<file path="config.mk">
export PLATFORM = sky130hd
export DESIGN_NAME = oscms_top
export DESIGN_NICKNAME = d
export VERILOG_FILES = /design/src/common/oscms_pkg.sv /design/src/hdl/oscms_top.sv
export SDC_FILE = /design/constraint.sdc
export NUM_CORES = 1
export LEC_CHECK = 0
export BUFFER_PORTS_ARGS = -buffer_cell sky130_fd_sc_hd__buf_2
export CAP_MARGIN = 20
export CELL_PAD_IN_SITES_DETAIL_PLACEMENT = 1
export CELL_PAD_IN_SITES_GLOBAL_PLACEMENT = 2
export CORE_MARGIN = 5
export CORE_UTILIZATION = 32
export DETAILED_ROUTE_END_ITERATION = 8
export GPL_TIMING_DRIVEN = 0
export PLACE_DENSITY = 0.82
export RECOVER_POWER = 25
export SETUP_SLACK_MARGIN = 0.5
export SLEW_MARGIN = 20
export SYNTH_ARGS = -nofsm -noshare
export SYNTH_HDL_FRONTEND = slang
export SYNTH_SLANG_ARGS = --single-unit
</file>
<file path="constraint.sdc">
create_clock -name clk_sys -period 1.8 [get_ports clk_sys]
set_input_delay 0.09 -clock clk_sys [delete_from_list [all_inputs] [get_ports clk_sys]]
set_output_delay 0.09 -clock clk_sys [all_outputs]
set_load 0.02 [all_outputs]
</file>
<file path="src/common/oscms_pkg.sv">
package oscms_pkg;

    // ****************************************************
    // Frequency table
    // ****************************************************
    localparam int          OSCMS_NUM_FREQ  = 21;
    localparam int          OSCMS_SEL_W     = 5;
    localparam int          OSCMS_KHZ_W     = 18;
    localparam logic [4:0]  OSCMS_SEL_DFLT  = 5'h00;
    localparam logic [4:0]  OSCMS_SEL_MAX   = 5'h14;

    // ****************************************************
    // Reset values
    // ****************************************************
    localparam logic        OSCMS_SYNC_RST   = 1'b0;
    localparam logic        OSCMS_CFG_EN_RST = 1'b1;
    localparam logic [17:0] OSCMS_KHZ_DFLT   = 18'h00820;

    // Nominal frequency of each code, in kHz
    function automatic logic [17:0] oscms_khz(input logic [4:0] sel);
        logic [17:0] f;
        f = 18'h00820;
        unique case (sel)
            5'h00: f = 18'd2080;
            5'h01: f = 18'd2460;
            5'h02: f = 18'd3170;
            5'h03: f = 18'd4290;
            5'h04: f = 18'd5540;
            5'h05: f = 18'd7000;
            5'h06: f = 18'd8310;
            5'h07: f = 18'd9170;
            5'h08: f = 18'd10230;
            5'h09: f = 18'd13300;
            5'h0a: f = 18'd14780;
            5'h0b: f = 18'd20460;
            5'h0c: f = 18'd26600;
            5'h0d: f = 18'd29560;
            5'h0e: f = 18'd33250;
            5'h0f: f = 18'd38000;
            5'h10: f = 18'd44330;
            5'h11: f = 18'd53200;
            5'h12: f = 18'd66500;
            5'h13: f = 18'd88670;
            5'h14: f = 18'd133000;
            default: f = 18'd2080;
        endcase
        return f;
    endfunction

    // Codes beyond the table fall back to the default
    function automatic logic [4:0] oscms_legal(input logic [4:0] sel);
        return (sel > OSCMS_SEL_MAX) ? OSCMS_SEL_DFLT : sel;
    endfunction

endpackage

</file>
<file path="src/hdl/oscms_top.sv">
`timescale 1ns/1ps
module oscms_top
    import oscms_pkg::*;
(
    // Clock and reset
    input  wire logic                   clk_sys,
    input  wire logic                   rst_n,
    // Configuration loader
    input  wire logic                   cfg_clk_bits_valid,
    input  wire logic                   cfg_freq_given,
    input  wire logic [OSCMS_SEL_W-1:0] cfg_freq_sel,
    input  wire logic                   cfg_osc_enable,
    // User logic
    input  wire logic                   user_osc_enable,
    // Oscillator control and status
    output logic [OSCMS_SEL_W-1:0]      osc_freq_sel,
    output logic [OSCMS_KHZ_W-1:0]      osc_freq_khz,
    output logic                        osc_run,
    output logic                        osc_to_clock_tree,
    output logic                        osc_to_pll_ref,
    output logic                        cfg_clk_done
);

    // ****************************************************
    // Types
    // ****************************************************
    // One-hot load sequence: waiting for bits, then frozen
    typedef enum logic [1:0]
    {
        OSCMS_LD_WAIT = 2'h1,
        OSCMS_LD_DONE = 2'h2
    } oscms_load_t;

    // ****************************************************
    // Declarations
    // ****************************************************
    // User enable synchroniser
    logic                         user_en_meta_reg;
    logic                         user_en_meta_next;
    logic                         user_en_sync_reg;
    logic                         user_en_sync_next;

    // Load sequence
    oscms_load_t                  load_state_reg;
    oscms_load_t                  load_state_next;
    wire  logic                   in_wait;
    wire  logic                   in_done;
    wire  logic                   load_now;

    // Frequency selection
    logic [OSCMS_SEL_W-1:0]       sel_reg;
    logic [OSCMS_SEL_W-1:0]       sel_next;
    wire  logic [OSCMS_SEL_W-1:0] sel_checked;
    wire  logic [OSCMS_SEL_W-1:0] sel_loaded;

    // Nominal frequency
    logic [OSCMS_KHZ_W-1:0]       khz_reg;
    logic [OSCMS_KHZ_W-1:0]       khz_next;
    wire  logic [OSCMS_KHZ_W-1:0] khz_loaded;

    // Enable path
    logic                         cfg_en_reg;
    logic                         cfg_en_next;
    wire  logic                   cfg_off;
    wire  logic                   user_off;
    wire  logic                   run_w;

    // ****************************************************
    // Input synchroniser
    // ****************************************************
    // User enable is asynchronous to clk_sys
    assign user_en_meta_next = user_osc_enable;
    assign user_en_sync_next = user_en_meta_reg;

    always_ff @(posedge clk_sys or negedge rst_n)
    begin
        if (!rst_n)
        begin
            user_en_meta_reg <= OSCMS_SYNC_RST;
        end
        else
        begin
            user_en_meta_reg <= user_en_meta_next;
        end
    end

    always_ff @(posedge clk_sys or negedge rst_n)
    begin
        if (!rst_n)
        begin
            user_en_sync_reg <= OSCMS_SYNC_RST;
        end
        else
        begin
            user_en_sync_reg <= user_en_sync_next;
        end
    end

    // ****************************************************
    // Load sequence
    // ****************************************************
    assign in_wait  = (load_state_reg == OSCMS_LD_WAIT);
    assign in_done  = (load_state_reg == OSCMS_LD_DONE);
    // Only the first valid cycle after reset is taken
    assign load_now = in_wait && cfg_clk_bits_valid;

    // Later loads are ignored until the next reset
    always_comb
    begin
        load_state_next = load_state_reg;
        unique case (load_state_reg)
            OSCMS_LD_WAIT:
            begin
                if (cfg_clk_bits_valid)
                begin
                    load_state_next = OSCMS_LD_DONE;
                end
            end
            OSCMS_LD_DONE:
            begin
                load_state_next = OSCMS_LD_DONE;
            end
            default:
            begin
                load_state_next = OSCMS_LD_WAIT;
            end
        endcase
    end

    always_ff @(posedge clk_sys or negedge rst_n)
    begin
        if (!rst_n)
        begin
            load_state_reg <= OSCMS_LD_WAIT;
        end
        else
        begin
            load_state_reg <= load_state_next;
        end
    end

    // ****************************************************
    // Frequency selection
    // ****************************************************
    // Out-of-table codes fall back to the default
    assign sel_checked = oscms_legal(cfg_freq_sel);
    // No selection in the bitstream keeps the default
    assign sel_loaded  = cfg_freq_given ? sel_checked
                                        : OSCMS_SEL_DFLT;
    assign sel_next    = load_now ? sel_loaded : sel_reg;

    always_ff @(posedge clk_sys or negedge rst_n)
    begin
        if (!rst_n)
        begin
            sel_reg <= OSCMS_SEL_DFLT;
        end
        else
        begin
            sel_reg <= sel_next;
        end
    end

    // ****************************************************
    // Nominal frequency
    // ****************************************************
    // Looked up at load time so the output comes from a flop
    assign khz_loaded = oscms_khz(sel_loaded);
    assign khz_next   = load_now ? khz_loaded : khz_reg;

    // Reset value matches the default code
    always_ff @(posedge clk_sys or negedge rst_n)
    begin
        if (!rst_n)
        begin
            khz_reg <= OSCMS_KHZ_DFLT;
        end
        else
        begin
            khz_reg <= khz_next;
        end
    end

    // ****************************************************
    // Enable path
    // ****************************************************
    // Configuration enable is assumed on until loaded
    assign cfg_en_next = load_now ? cfg_osc_enable : cfg_en_reg;
    assign cfg_off     = !cfg_en_reg;
    // Synchronised user enable, two cycles late
    assign user_off    = !user_en_sync_reg;
    // Either control alone stops the oscillator
    assign run_w       = !(cfg_off || user_off);

    always_ff @(posedge clk_sys or negedge rst_n)
    begin
        if (!rst_n)
        begin
            cfg_en_reg <= OSCMS_CFG_EN_RST;
        end
        else
        begin
            cfg_en_reg <= cfg_en_next;
        end
    end

    // ****************************************************
    // Outputs
    // ****************************************************
    // Status
    assign osc_freq_sel      = sel_reg;
    assign osc_freq_khz      = khz_reg;
    assign cfg_clk_done      = in_done;

    // Clock gating: same gate feeds tree and PLL reference
    assign osc_run           = run_w;
    assign osc_to_clock_tree = run_w;
    assign osc_to_pll_ref    = run_w;

endmodule

</file>
# Word level (Yosys, flattened, before mapping)
# Memory sizes are Yosys's and may differ from the RTL's. A register that Yosys moved wholly into a read port is not among the register bits.
# Cells that the tools add are included.
dict set report totals {
  inputBits 11
  rom_bits 544
  ff_bits 28
  output_inout_bits 27
  wordCells 21
  memories 1
}
# name depth width read_ports rd_ports_with_merged_regs wr line
set memory_table {}
lappend memory_table {{(no name shown)} 32 17 1 1 0 oscms_pkg.sv:23} ;# unique case (sel)
dict set report classes {
  muxes 4
  n_lt_le_gt_ge 1
  reduce_logical 6
  n_eq_ne 3
}
# op count
set ops {}
lappend ops {{$mux 5} 2}
lappend ops {{$gt 5x5->1 const B} 1}
lappend ops {{$logic_not 1->1} 4}
lappend ops {{$pmux 2 s2} 1}
lappend ops {{$eq 2x1->1 const B} 1}
lappend ops {{$eq 2x2->1 const B} 1}
lappend ops {{$mux 2} 1}
lappend ops {{$ne 2x2->1 const B} 1}
lappend ops {{$logic_and 1x1->1} 1}
lappend ops {{$logic_or 1x1->1} 1}

# Logic depth before layout (Yosys ltp)
dict set report depth {
  ltp_word 3
  depth_mapped 9
  mapped_depth_nobuf 8
}

# Least setup slack after synthesis
# Ideal clock, no wire load.
dict set report synth_path {
  path_type {input to register}
  startpoint {input cfg_freq_sel[2]}
  endpoint {register khz_reg[10], in the netlist osc_freq_khz[10]}
  required_ns 1.674
  cell_stages 7
  path_slack_ns -0.186
  t_arrival_ns 1.860
  path_cell_list {clkbuf_1 > o21ai_0 > nand3_1 > ha_1 > or3_1 > o211a_1 > a221o_1}
}
dict set report synth_between {
  elab_chain_len 3
}
# item line
set synth_rtl {}
lappend synth_rtl {{start, declared} oscms_top.sv:11} ;# input wire logic [OSCMS_SEL_W-1:0] cfg_freq_sel,
lappend synth_rtl {{$gt 5x5->1} oscms_pkg.sv:52} ;# return (sel > OSCMS_SEL_MAX) ? OSCMS_SEL_DFLT : sel;
lappend synth_rtl {{$mux 5 (*)} oscms_pkg.sv:52}
lappend synth_rtl {{$mux 5 (*)} oscms_top.sv:148} ;# assign sel_loaded = cfg_freq_given ? sel_checked
lappend synth_rtl {{end, declared} oscms_top.sv:57} ;# logic [OSCMS_KHZ_W-1:0] khz_reg;
# Mark *: on every way between the ends. The rest lies on a longest branch, timed or not.
# A chain may end at the register's enable or synchronous reset.

# Final worst setup path
dict set report layout_path {
  startpoint {register load_state_reg[0]}
  endpoint {register khz_reg[9], in the netlist osc_freq_khz[9]}
}
dict set report layout_between {
  elab_chain_len 2
}
# item line
set layout_rtl {}
lappend layout_rtl {{start, declared} oscms_top.sv:44} ;# oscms_load_t load_state_reg;
lappend layout_rtl {{start signal, assigned} oscms_top.sv:138} ;# load_state_reg <= load_state_next;
lappend layout_rtl {{$eq 2x1->1} oscms_top.sv:102} ;# assign in_wait = (load_state_reg == OSCMS_LD_WAIT);
lappend layout_rtl {{$logic_and 1x1->1} oscms_top.sv:105} ;# assign load_now = in_wait && cfg_clk_bits_valid;
# No other way between the ends.

==> run metrics <==
outcome finished clean; GP Congestion between 0.8 and 0.9; worst path arrival time between 1.5 and 2 ns; CTS tree built; CP Data Required Time just under 2 ns; Vias 1880; initial antenna violation count 0; worst-path cell chain ha_4, and2_4, clkbuf_16, nand3_4, or3_1, o211ai_1; clock transition at the registers of the reported paths 0.09 ns; Die X 85.2 um; Overflow after GRT 0; syn_area_per_cell 8.75 sq um; Fmax between 600 and 700 MHz; Synth Instances approximately 210; combinational power share 23.5%; total number of H-tree levels 1; CP Max Fanout 4; Int Power 0.883 mW; detailed placer's ending HPWL roughly 4.3 mm; Seq pwr share between 40% and 50%; Antenna Nets Post-Route 0; placed cell count ~310; Psw 0.364 mW; Detailed Routing Iterations Pass 1 4; Pleak ~1.3 nW; vias per cell 5.40; syn_nets 230; Seq cells post-synth 27; FP Rows 27; WP buf/inv 1; flop-to-flop setup slack about 0.24 ns; cells on worst reg2reg path 6; PwrDens approximately 440 mW/mm^2; 1st-iter DRT viols 100; Die Height around 85 um; Final Cell Area between 0.002 and 0.003 sq mm; R2R Path Start load_state_reg[0]; Util after Layout between 50% and 60%; gr usage total ~18%; global-route wire length before repair between 10 and 15 mm; IO Pins 38; HP Start cfg_osc_enable; Top Family by Delay on Critical Path flip-flops; Mapped Area 0.00181 sq mm; Yosys cell types 50; total CTS buffers 3; sequential fraction of the synthesis area ~38%; Clock Tree Buf Depth 2; core area roughly 0.0055 sq mm; placed inst area ~0.0022 sq mm; clk_skew approximately 0.0019 ns; Initial Util between 30% and 40%; Max IR drop VDD 0.000288 V; final setup fails 0; Tot Pwr approximately 1.2 mW; commonest non-fill, non-tap cells in the layout 32 x buf_2, 24 x buf_4, 23 x nand2_1, 23 x dfrtp_1, 11 x buf_6; Pins Over Slew Limit 0; DR DRC count 0; hold depth 3; worst slew pin tran 0.696 ns; Post-synth ARST share 100%; number of synthesized flops with an enable pin 0; Skew-Pair Late Insertion Delay 0.27 ns; Syn-to-layout area delta 57.0%; sw frac 29.2%; RSZ-0062 raised after global routing true; Critical Path Sink Type flop; largest net degree at the start of global routing 28; Hold Fails Final Rpt 0; number of inserted diodes 0; Main synth FF type dfrtp_1; setup ws final ~0.24 ns; most common cell after layout, fill and taps aside buf_2; slowest CP cell dfstp_2; Final #Nets 300; dpl ws -0.186 ns; Min-Delay Path Class in2reg; max reg flops 17; share of cells above drive strength 1 a little under half; Clk pwr share between 20 and 30%; CTS Sinks 27; Rel. slew slack between 50% and 60%; Root Driver clkbuf_8; vias in the first global route ~2000; Worst path max stage delay 0.56 ns; Non-Filler Instances 348; Ys Warns 0; R2R Path End osc_freq_khz[9]; Min Clock Period, post-route between 1.5 and 2 ns; Routed WL per cell approximately 19 um; Crit path depth 6; crit path launch type flop; Die Area between 0.007 and 0.008 sq mm; max_cap viols 0; Tcrit/Tclk final between 80 and 90%; Total Routed Length around 6.6 mm; crit path kind reg2reg; Worst Hold End cfg_en_reg; IO Port Bufs 35
cell families (layout without fill, tap and decap cells):
| kind of cell | after synthesis | after routing | share of synthesized area, % |
|---|---|---|---|
| and+or+nand+nor | 74 | 74 | 20.6 |
| AOI/OAI and AO/OA | 65 | 65 | 24.3 |
| DFF | 27 | 27 | 37.6 |
| buffers and inverters | 23 | 92 | 6.15 |
| adders and majority gates | 12 | 12 | 8.29 |
| muxes | 5 | 5 | 2.83 |
| other | 1 | 1 | 0.207 |
cell type report:
| class | instances | area [sq um] |
|---|---|---|
| multi-input combinational | 157 | 1310 |
| timing repair buffer | 65 | 494 |
| clock buffer | 3 | 41.3 |
| buffer | 17 | 191 |
| sequential | 27 | 681 |
| tap | 72 | 90.1 |
| inverter | 6 | 30.0 |
| fill | 637 | 2660 |
| clock inverter | 1 | 5.00 |
per-stage QoR:
step / hold WS [ns] / TNS, ns
floorplan: -0.206 / 0
global placement: 0.133 / -0.562
detailed placement: 0.140 / -0.692
CTS: 0.00109 / 0
global route: 0.0244 / 0
finish: 0.00768 / 0
power by group through the flow:
stage	clock, mW	sequential (mW)	combinational, mW
global placement	0	0.621	0.217
CTS	0.359	0.609	0.267
finish	0.346	0.609	0.293
global route	0.394	0.610	0.317
floorplan	0	0.621	0.142
detailed placement	0	0.621	0.218
routing by layer:
metal / share of wire, % / routed length, um / up-vias / global-route usage [%]
met1: 43 / 2880 / 921 / 23.8
met2: 50 / 3330 / 56 / 30.6
met4: 1.9 / 129 / 0 / 6.19
li1: - / - / 892 / -
met3: 4.3 / 287 / 11 / 1.84
met5: 0 / 0 / - / 0
cell usage after synthesis, drive strengths merged (2+ instances only):
cell / number / area share, %
clkbuf: 9 / 1.9
dfstp: 4 / 5.8
a22o: 2 / 0.97
o21a: 2 / 0.83
mux2i: 4 / 2.2
and3b: 2 / 0.97
o32ai: 2 / 0.97
inv: 6 / 1.2
nand4: 2 / 0.69
nor2b: 3 / 1.0
o21ai: 16 / 4.4
nand2b: 3 / 1.0
a221oi: 2 / 0.97
a22oi: 2 / 0.83
nand3: 5 / 1.4
nor3b: 2 / 0.83
and2: 5 / 1.7
a31oi: 3 / 1.0
or3: 5 / 1.7
nor3: 4 / 1.1
a221o: 3 / 1.7
o31ai: 3 / 1.2
ha: 12 / 8.3
nand2: 27 / 5.6
nand3b: 2 / 0.83
dfrtp: 23 / 32
o211ai: 2 / 0.83
nor2: 11 / 2.3
o31a: 3 / 1.5
buf: 8 / 3.0
a211oi: 3 / 1.2
a21oi: 14 / 3.9
timing repair:
item                                   4_1_cts  5_1_grt
setup buffers                               18        8
endpoints found under the hold margin       24        0
resized for setup                           42       32
hold buffers                                 2        0
setup endpoints to repair                   26       26
cloned                                       0        2
pin swaps                                   14       12
worst max path at each step:
stage	startpoint	to	slack, ns
global route	load_state_reg[0]	osc_freq_khz[9]	0.18
floorplan	cfg_freq_sel[2]	osc_freq_khz[7]	0.18
detailed placement	cfg_freq_sel[0]	osc_freq_khz[8]	-0.19
CTS	load_state_reg[0]	osc_freq_khz[9]	0.26
global placement	cfg_freq_sel[0]	osc_freq_khz[10]	-0.16
finish	load_state_reg[0]	osc_freq_khz[9]	0.24
tightest hold or removal path: cells and delay by family:
family,cells,cell delay [ns]
buf+inv,1,0.10
simple gates,2,0.10
No activity file was read; power rests on OpenSTA's default activity.
